`config.mk`:
```
export PLATFORM = sky130hd
export DESIGN_NAME = jcc_seq_div
export DESIGN_NICKNAME = d
export VERILOG_FILES = /design/src/rtl/jcc_seq_div.sv
export SDC_FILE = /design/constraint.sdc
export NUM_CORES = 1
export LEC_CHECK = 0
export ABC_AREA = 0
export BUFFER_PORTS_ARGS = -buffer_cell sky130_fd_sc_hd__buf_2
export CAP_MARGIN = 15
export CORE_AREA = 2 2 135 137
export CTS_BUF_LIST = sky130_fd_sc_hd__clkbuf_8
export DETAILED_ROUTE_END_ITERATION = 8
export DIE_AREA = 0 0 137 139
export PLACE_DENSITY = 0.39
export SYNTH_ARGS = -nofsm -noshare
export SYNTH_HDL_FRONTEND = slang
export SYNTH_SLANG_ARGS = --single-unit
```
`constraint.sdc`:
```
create_clock -name clk_sys -period 5.92 [get_ports clk_sys]
set_clock_uncertainty 0.15 [all_clocks]
set_input_delay 0.592 -clock clk_sys [delete_from_list [all_inputs] [get_ports clk_sys]]
set_output_delay 0.592 -clock clk_sys [all_outputs]
set_load 0.005 [all_outputs]
```
`src/rtl/jcc_seq_div.sv`:
```
// Sequential restoring divider, one quotient bit per clock
// Assumes start is a one-cycle pulse while idle
`timescale 1ns/100ps
module jcc_seq_div #(
	parameter int W = 20
) (
	input  wire logic         clk_sys,
	input  wire logic         resetn,
	input  wire logic         start,
	input  wire logic [W-1:0] dividend,
	input  wire logic [W-1:0] divisor,
	output logic              done,
	output logic [W-1:0]      quotient,
	output logic [W-1:0]      remainder
);
	logic [W-1:0] quo_reg, quo_next;
	logic [W:0]   rem_reg, rem_next;
	logic [W-1:0] dsr_reg, dsr_next;
	logic [5:0]   cnt_reg, cnt_next;
	logic         run_reg, run_next;
	logic         done_reg, done_next;
	logic [W:0]   trial;

	// ************************************************************
	// Next state
	// ************************************************************
	always_comb begin
		quo_next  = quo_reg;
		rem_next  = rem_reg;
		dsr_next  = dsr_reg;
		cnt_next  = cnt_reg;
		run_next  = run_reg;
		done_next = 1'b0;
		trial     = {rem_reg[W-1:0], quo_reg[W-1]};
		if (start && !run_reg) begin
			quo_next = dividend;
			rem_next = '0;
			dsr_next = divisor;
			cnt_next = 6'(W);
			run_next = 1'b1;
		end else if (run_reg) begin
			// Shift in next dividend bit, subtract if it fits
			if (trial >= {1'b0, dsr_reg}) begin
				rem_next = trial - {1'b0, dsr_reg};
				quo_next = {quo_reg[W-2:0], 1'b1};
			end else begin
				rem_next = trial;
				quo_next = {quo_reg[W-2:0], 1'b0};
			end
			cnt_next = cnt_reg - 6'h01;
			if (cnt_reg == 6'h01) begin
				run_next  = 1'b0;
				done_next = 1'b1;
			end
		end
	end

	// Registers
	always_ff @(posedge clk_sys or negedge resetn) begin
		if (!resetn) begin
			quo_reg  <= '0;
			rem_reg  <= '0;
			dsr_reg  <= '0;
			cnt_reg  <= 6'h00;
			run_reg  <= 1'b0;
			done_reg <= 1'b0;
		end else begin
			quo_reg  <= quo_next;
			rem_reg  <= rem_next;
			dsr_reg  <= dsr_next;
			cnt_reg  <= cnt_next;
			run_reg  <= run_next;
			done_reg <= done_next;
		end
	end

	assign done      = done_reg;
	assign quotient  = quo_reg;
	assign remainder = rem_reg[W-1:0];
endmodule : jcc_seq_div

```
==> results of run 1 <==
==> through the flow <==
step                area (µm²)  cells  hold slack (ns)  power (mW)
detailed placement        4750    749            0.326        3.13
floorplan                 4140    461            0.146        2.56
finish                    4930    765            0.274        3.46
global route              4930    765            0.269        3.83
CTS                       4930    765            0.249        3.51
global placement          4750    749            0.317        3.13
==> report_power, final <==
part,total [mW],leakage [nW],switching (mW),internal [mW]
sequential,0.894,0.819,0.174,0.720
clock,0.360,0.0861,0.198,0.162
combinational,2.21,1.44,1.25,0.957
==> Yosys cell counts (all sizes together) (3+ instances only) <==
cell and instances:
a21o 16, ha 22, nor3 5, clkbuf 19, o21ai 71, xor2 8
nor2b 4, buf 10, nor2 15, nand3 13, nand2 59, nand2b 17
mux2i 20, o21a 3, inv 28, a211oi 4, a31oi 5, nand4 5
nor3b 8, a21oi 16, o221ai 8, xnor2 6, and3 4, dfrtp 68
==> cell usage in the layout (no fill, tap or decap), drive strengths merged, types with 5 or more instances in the layout <==
| cell | synthesis | final |
|---|---|---|
| ha | 22 | 22 |
| nand3 | 13 | 13 |
| mux2i | 20 | 20 |
| nand4 | 5 | 5 |
| o221ai | 8 | 8 |
| buf | 10 | 88 |
| a31oi | 5 | 5 |
| nor3b | 8 | 8 |
| inv | 28 | 30 |
| a21o | 16 | 16 |
| nor2 | 15 | 15 |
| o21ai | 71 | 71 |
| nor3 | 5 | 5 |
| a21oi | 16 | 16 |
| dfrtp | 68 | 68 |
| clkbuf | 19 | 10 |
| nand2 | 59 | 59 |
| xnor2 | 6 | 6 |
| xor2 | 8 | 8 |
| nand2b | 17 | 17 |
==> cell families (layout without fill, tap and decap cells) <==
logic type	after synthesis	count (layout)
compound gates	139	139
simple gates	138	138
flops	68	68
buf+inv	57	132
fa+ha+maj	23	23
mux	22	22
xor+xnor	14	14
==> area by class of cell <==
type	count	share of cell area, %
clock inverter	6	0.813
inverter	28	2.13
sequential	68	34.6
timing repair buffer	88	9.19
tap	229	5.82
multi-input combinational	336	44.7
clock buffer	10	2.79
==> how the worst max path moves through the flow <==
stage                                  startpoint                 endpoint  slack, ns
after floorplan           rem_reg[14]$_DFFE_PN0P_  rem_reg[11]$_DFFE_PN0P_       3.32
after global placement    rem_reg[14]$_DFFE_PN0P_   rem_reg[7]$_DFFE_PN0P_       2.73
after detailed placement  rem_reg[14]$_DFFE_PN0P_   rem_reg[7]$_DFFE_PN0P_       2.68
after CTS                 rem_reg[14]$_DFFE_PN0P_   rem_reg[7]$_DFFE_PN0P_       2.67
after global routing      rem_reg[11]$_DFFE_PN0P_   rem_reg[7]$_DFFE_PN0P_       2.48
final                     rem_reg[14]$_DFFE_PN0P_   rem_reg[7]$_DFFE_PN0P_       2.66
==> layer usage <==
layer | track usage [%] | vias up | wire (µm) | share of wire (%)
met1 | 18.0 | 1619 | 5870 | 51
met2 | 17.8 | 67 | 4820 | 42
li1 | - | 1759 | - | -
met5 | 0 | - | 0 | 0
met3 | 2.45 | 12 | 572 | 5.0
met4 | 5.37 | 0 | 221 | 1.9
==> worst max-delay path: stages, from the launching register on <==
cell and delay [ns]:
dfrtp_1 0.41, ha_1 0.44, a21o_1 0.22, a31o_2 0.23, a221o_1 0.29, a21oi_1 0.19
a22o_1 0.40, buf_4 0.36, nand2b_4 0.23, or3b_1 0.13, nand3_1 0.07
==> impl_results.md, run 1 <==
- CTS sink count: 68
- Main combinational cell family by area after synthesis: compound AO/OA/AOI/OAI gates
- Seq/Total Area, Yosys: 41.1%
- Rows: 49
- WL/cell: 15.0 µm
- Hold_sp: divisor[17]
- Setup-failing EPs final: 0
- Clock Tree Buf Depth: 2
- Total wire length: 11,500 µm
- Post-synth top area share: 41.1%
- First-pass GRT wire length: 18,300 µm
- DRC violations left: 0
- Synth cell types: 50
- Complex-gate fraction of the synthesized area: 20.9%
- Post-synth top flop: dfrtp_1
- Core area: 0.0177 mm²
- Hold Crit Class: primary input to flop
- Area Growth Syn to Fin: 19.0%
- ANT cells: 0
- EDFF count, synth: 0
- Period utilization: 55.0%
- Worst path required time: ~6 ns
- Run status: completed
- Final setup margin: 2.66 ns
- Async S/R FF share, synth: 100%
- Element type at the critical path end: flop
- Max-slew violations: 0
- Pre-antenna DRT Iters: 4
- Mean Syn Cell Area: 8.98 µm²
- CTS Hold Bufs: 0
- Worst path arrival time: 3.36 ns
- Reg-to-reg startpoint: rem_reg[14]$_DFFE_PN0P_
- Iter 0 DRT Violations: around 180
- Syn nets: 527
- CTS H-Tree Depth: 3
- CP Launch Type: flop
- Top cell type by total area after synthesis: dfrtp_1
- Nets: between 500 and 600
- Die width: 137 µm
- Synth area leaders: dfrtp_1 (41%), o21ai_0 (8.6%), ha_1 (6.7%)
- PwrDens: around 700 mW/mm²
- Die Ht: 139 µm
- Fill cell count: 1,916
- I/O pins: 84
- TNS Setup: 0 ns
- Post-Synthesis Cell Area: 0.00414 mm²
- Final Hold Viols: 0
- Die Footprint: 0.0190 mm²
- Post-synthesis simple-gate area fraction: between 10% and 20%
- Setup bufs post-CTS: 0
- GR Util All Layers: 12.4%
- Largest net degree at the start of global routing: 94
- GPL Wtd Cong: between 0.8 and 0.9
- Worst-Skew Late Latency: roughly 0.37 ns
- Pre-CTS setup slack: between 2 and 3 ns
- Synth Area in XOR/XNOR: 2.96%
- Num CTS Buffers: 9
- Hold depth: 3
- Port Buffer Count: 83
- Root Buffer: clkbuf_8
- Drt via density: 4.52
- Max-slew headroom: 39.1%
- Finished Core Util: 27.9%
- RR Endpoint: rem_reg[7]$_DFFE_PN0P_
- CTS tree: yes
- Worst-path clk slew: 0.08 ns
- Max IR drop VDD: 0.213 mV
- Worst slew pin tran: 0.914 ns
- WS Path Type: flop to flop
- Crit Path Max Fanout: 26
- Multi-input gate area: 0.00220 mm²
- Max Cap Violations: 0
- FMAX: 0.307 GHz
- Ys Warns: 0
- Antenna-violating nets left: 0
- Post-Synth Adder-Cell Area: 7.13%
- Cells after synthesis: 461
- RSZ-0062 raised after global routing: false
- Initial antenna violation count: 0
- Initial Utilization: 23.4%
- Reg2Reg Setup Slack: between 2 and 3 ns
- Worst reg-to-reg path cell count: 10
- Via count: 3,457
- Worst hold path endpoint: dsr_reg[17]$_DFFE_PN0P_
- #FFs+latches synth: 68
- Post-synthesis mux area share: 5.38%
- Post_cts resized: 0
- Fin crit period: between 3 and 4 ns
- Register area: 0.00170 mm²
- Leakage: 2.34 nW
- Dpl hpwl: about 8000 µm
- Share of layout cells above drive strength 1: 20.9%
- Vias in the first global route: 3,367
- Grt ovf: 0
(Power assumes the default switching activity.)
==> inputs of run 2 (changes only) <==
==> constraint.sdc (replaced) <==
create_clock -name clk_sys -period 3.1 [get_ports clk_sys]
set_clock_uncertainty 0.15 [all_clocks]
set_input_delay 0.31 -clock clk_sys [delete_from_list [all_inputs] [get_ports clk_sys]]
set_output_delay 0.31 -clock clk_sys [all_outputs]
set_load 0.005 [all_outputs]
==> run 2 against run 1 <==
Against the previous run: worst setup slack worse by 2.4 ns; global-route usage increased by 0.26 points; clock power grew to 2.8 times the previous value; cell area rose by 6.6%; cell count up 3.0%; total power increased by 100%; critical path type unchanged.
==> impl_results.md, run 2 (same netlist as run 1, synthesis figures left out) <==
- Rows: 49 (unchanged)
- Final setup margin: 0.290 ns (-2.37 ns)
- I/O pins: 84 (unchanged)
- Worst path required time: 3.21 ns (-2.81 ns)
- Nets: 620 (+3.9%)
- Setup bufs post-CTS: 0 (unchanged)
- Initial Utilization: 23.4% (unchanged)
- Commonest non-fill, non-tap cell in the layout: buf_2
- Total wire length: 11,700 µm (+1.9%)
- Die width: 137 µm (unchanged)
- Element type at the critical path end: flop
- CTS H-Tree Depth: 3 (unchanged)
- Design Power: 7.09 mW (+100%)
- Max Cap Violations: 0 (unchanged)
- Port Buffer Count: 83 (unchanged)
- CTS sink count: 68 (unchanged)
- Reg-to-reg startpoint: rem_reg[9]$_DFFE_PN0P_
- Max IR drop VDD: 0.431 mV (+100%)
- Vias in the first global route: 3,508 (+4.2%)
- GRT met1 Usage: 18.4% (+0.36 points)
- Finished Core Util: 29.8% (+1.8 points)
- Worst slew pin tran: 0.747 ns (-0.167 ns)
- TNS Setup: 0 ns (unchanged)
- Worst reg-to-reg path cell count: 9 (-1)
- CP Launch Type: flop
- Worst path arrival time: 2.92 ns (-0.44 ns)
- Critical path origin: rem_reg[9]$_DFFE_PN0P_
- Dpl hpwl: 8570 µm (+5.5%)
- PwrDens: 1350 mW/mm² (+92%)
- Antenna-violating nets left: 0 (unchanged)
- Met2 usage: 18.6% (+0.86 points)
- Crit Path Max Fanout: 18 (-31%)
- Run status: completed
- ANT cells: 0 (unchanged)
- Leakage: 2.50 nW (+6.5%)
- Layer with the highest usage: met2
- Setup-failing EPs final: 0 (unchanged)
- Core area: 0.0177 mm² (unchanged)
- GR Util All Layers: 12.7% (+0.26 points)
- Fin crit period: 2.81 ns (-0.447 ns)
- FMAX: 0.356 GHz (+16%)
- Met3 GRT Util: 2.05% (-0.40 points)
- Hold WS: 0.0275 ns (-0.247 ns)
- WL/cell: 14.9 µm (-1.1%)
- Final Hold Viols: 0 (unchanged)
- First-pass GRT wire length: 18,800 µm (+2.9%)
- Largest net degree at the start of global routing: 42 (-55%)
- Drt via density: 4.59 (+1.7%)
- Initial antenna violation count: 0 (unchanged)
- DRC violations left: 0 (unchanged)
- Area Growth Syn to Fin: 26.9%
- End of the critical path: rem_reg[14]$_DFFE_PN0P_
- Period utilization: 90.6% (+36 points)
- Die Ht: 139 µm (unchanged)
- Pre-antenna DRT Iters: 4 (unchanged)
- RR Endpoint: rem_reg[14]$_DFFE_PN0P_
- RSZ-0062 raised after global routing: false
- Most frequent cells in the layout: buf_2 (83), o21ai_0 (70), dfrtp_1 (67)
- Hold Crit Class: primary input to flop
- Num CTS Buffers: 9 (unchanged)
- Iter 0 DRT Violations: 170 (-7.1%)
- WS Path Type: flop to flop
- CTS tree: yes
- Max-slew headroom: 50.2% (+11 points)
- Worst-path clk slew: 0.08 ns (about the same)
- GPL Wtd Cong: 0.776 (-7.1%)
- Die Footprint: 0.0190 mm² (unchanged)
- Worst-Skew Late Latency: 0.37 ns (about the same)
- Root Buffer: clkbuf_8
- Max-slew violations: 0 (unchanged)
- Via count: 3,620 (+4.7%)
- Grt ovf: 0 (unchanged)
- Pre-CTS setup slack: 0.134 ns (-2.55 ns)
- Share of layout cells above drive strength 1: 21.3% (+0.39 points)
- Reg2Reg Setup Slack: 0.29 ns (-2.37 ns)
- Fill cell count: 1,916 (unchanged)
- Hold depth: 3 (unchanged)
- Clock Tree Buf Depth: 2 (unchanged)
-- run 2: changes by cell type in the layout (fill, tap and decap cells not counted), moves of 2 or more --
cell / delta
clkinv_4: +2
clkinvlp_4: -3
dlygate4sd3_1: +18
buf_4: +4
bufinv_16: +4
-- run 2: cell type report --
type	instances	area (µm²)	share of cell area (%)
Multi-Input combinational cell	336	2210	42.0
Sequential cell	68	1700	32.4
Timing Repair Buffer	111	683	13.0
Tap cell	229	287	5.45
Clock inverter	7	146	2.79
Clock buffer	9	124	2.36
Inverter	28	105	2.00
-- run 2: repair_timing --
item / 4_1_cts / 5_1_grt
hold buffers: 18 / 0
setup endpoints to repair: 0 / 4
endpoints found under the hold margin: 46 / 0
resized for setup: 0 / 2
-- run 2: power by group --
group / switching (mW) / total, mW / internal [mW]
combinational: 2.42 / 4.35 / 1.93
sequential: 0.364 / 1.74 / 1.37
clock: 0.390 / 1.01 / 0.621
total: 3.17 / 7.09 / 3.92
-- run 2: worst min path at each step --
stage	startpoint	end
6_report	divisor[1]	dsr_reg[1]$_DFFE_PN0P_
5_1_grt	divisor[0]	dsr_reg[0]$_DFFE_PN0P_
4_1_cts	divisor[1]	dsr_reg[1]$_DFFE_PN0P_
3_5_place_dp	resetn	quotient[7]$_DFFE_PN0P_
3_3_place_gp	resetn	quotient[7]$_DFFE_PN0P_
2_1_floorplan	resetn	cnt_reg[0]$_DFFE_PN0P_
-- run 2: metal layers --
metal	part of all wire, %	vias up
met3	2.9	13
met5	0	-
li1	-	1805
met2	44	54
met4	1.6	0
met1	51	1748
-- run 2: metrics by stage --
step | area, µm² | instances
global route | 5250 | 788
detailed placement | 4800 | 754
CTS | 5250 | 788
global placement | 4800 | 754
finish | 5250 | 788
floorplan | 4140 | 461
-- run 2: critical path, cell delays in order (launching register included) --
cell	delay [ns]
dfrtp_1	0.42
ha_1	0.40
nand4_1	0.23
o221ai_1	0.14
a221o_1	0.36
a21oi_1	0.22
a22o_1	0.21
buf_4	0.25
o21ai_0	0.13
a21o_1	0.18
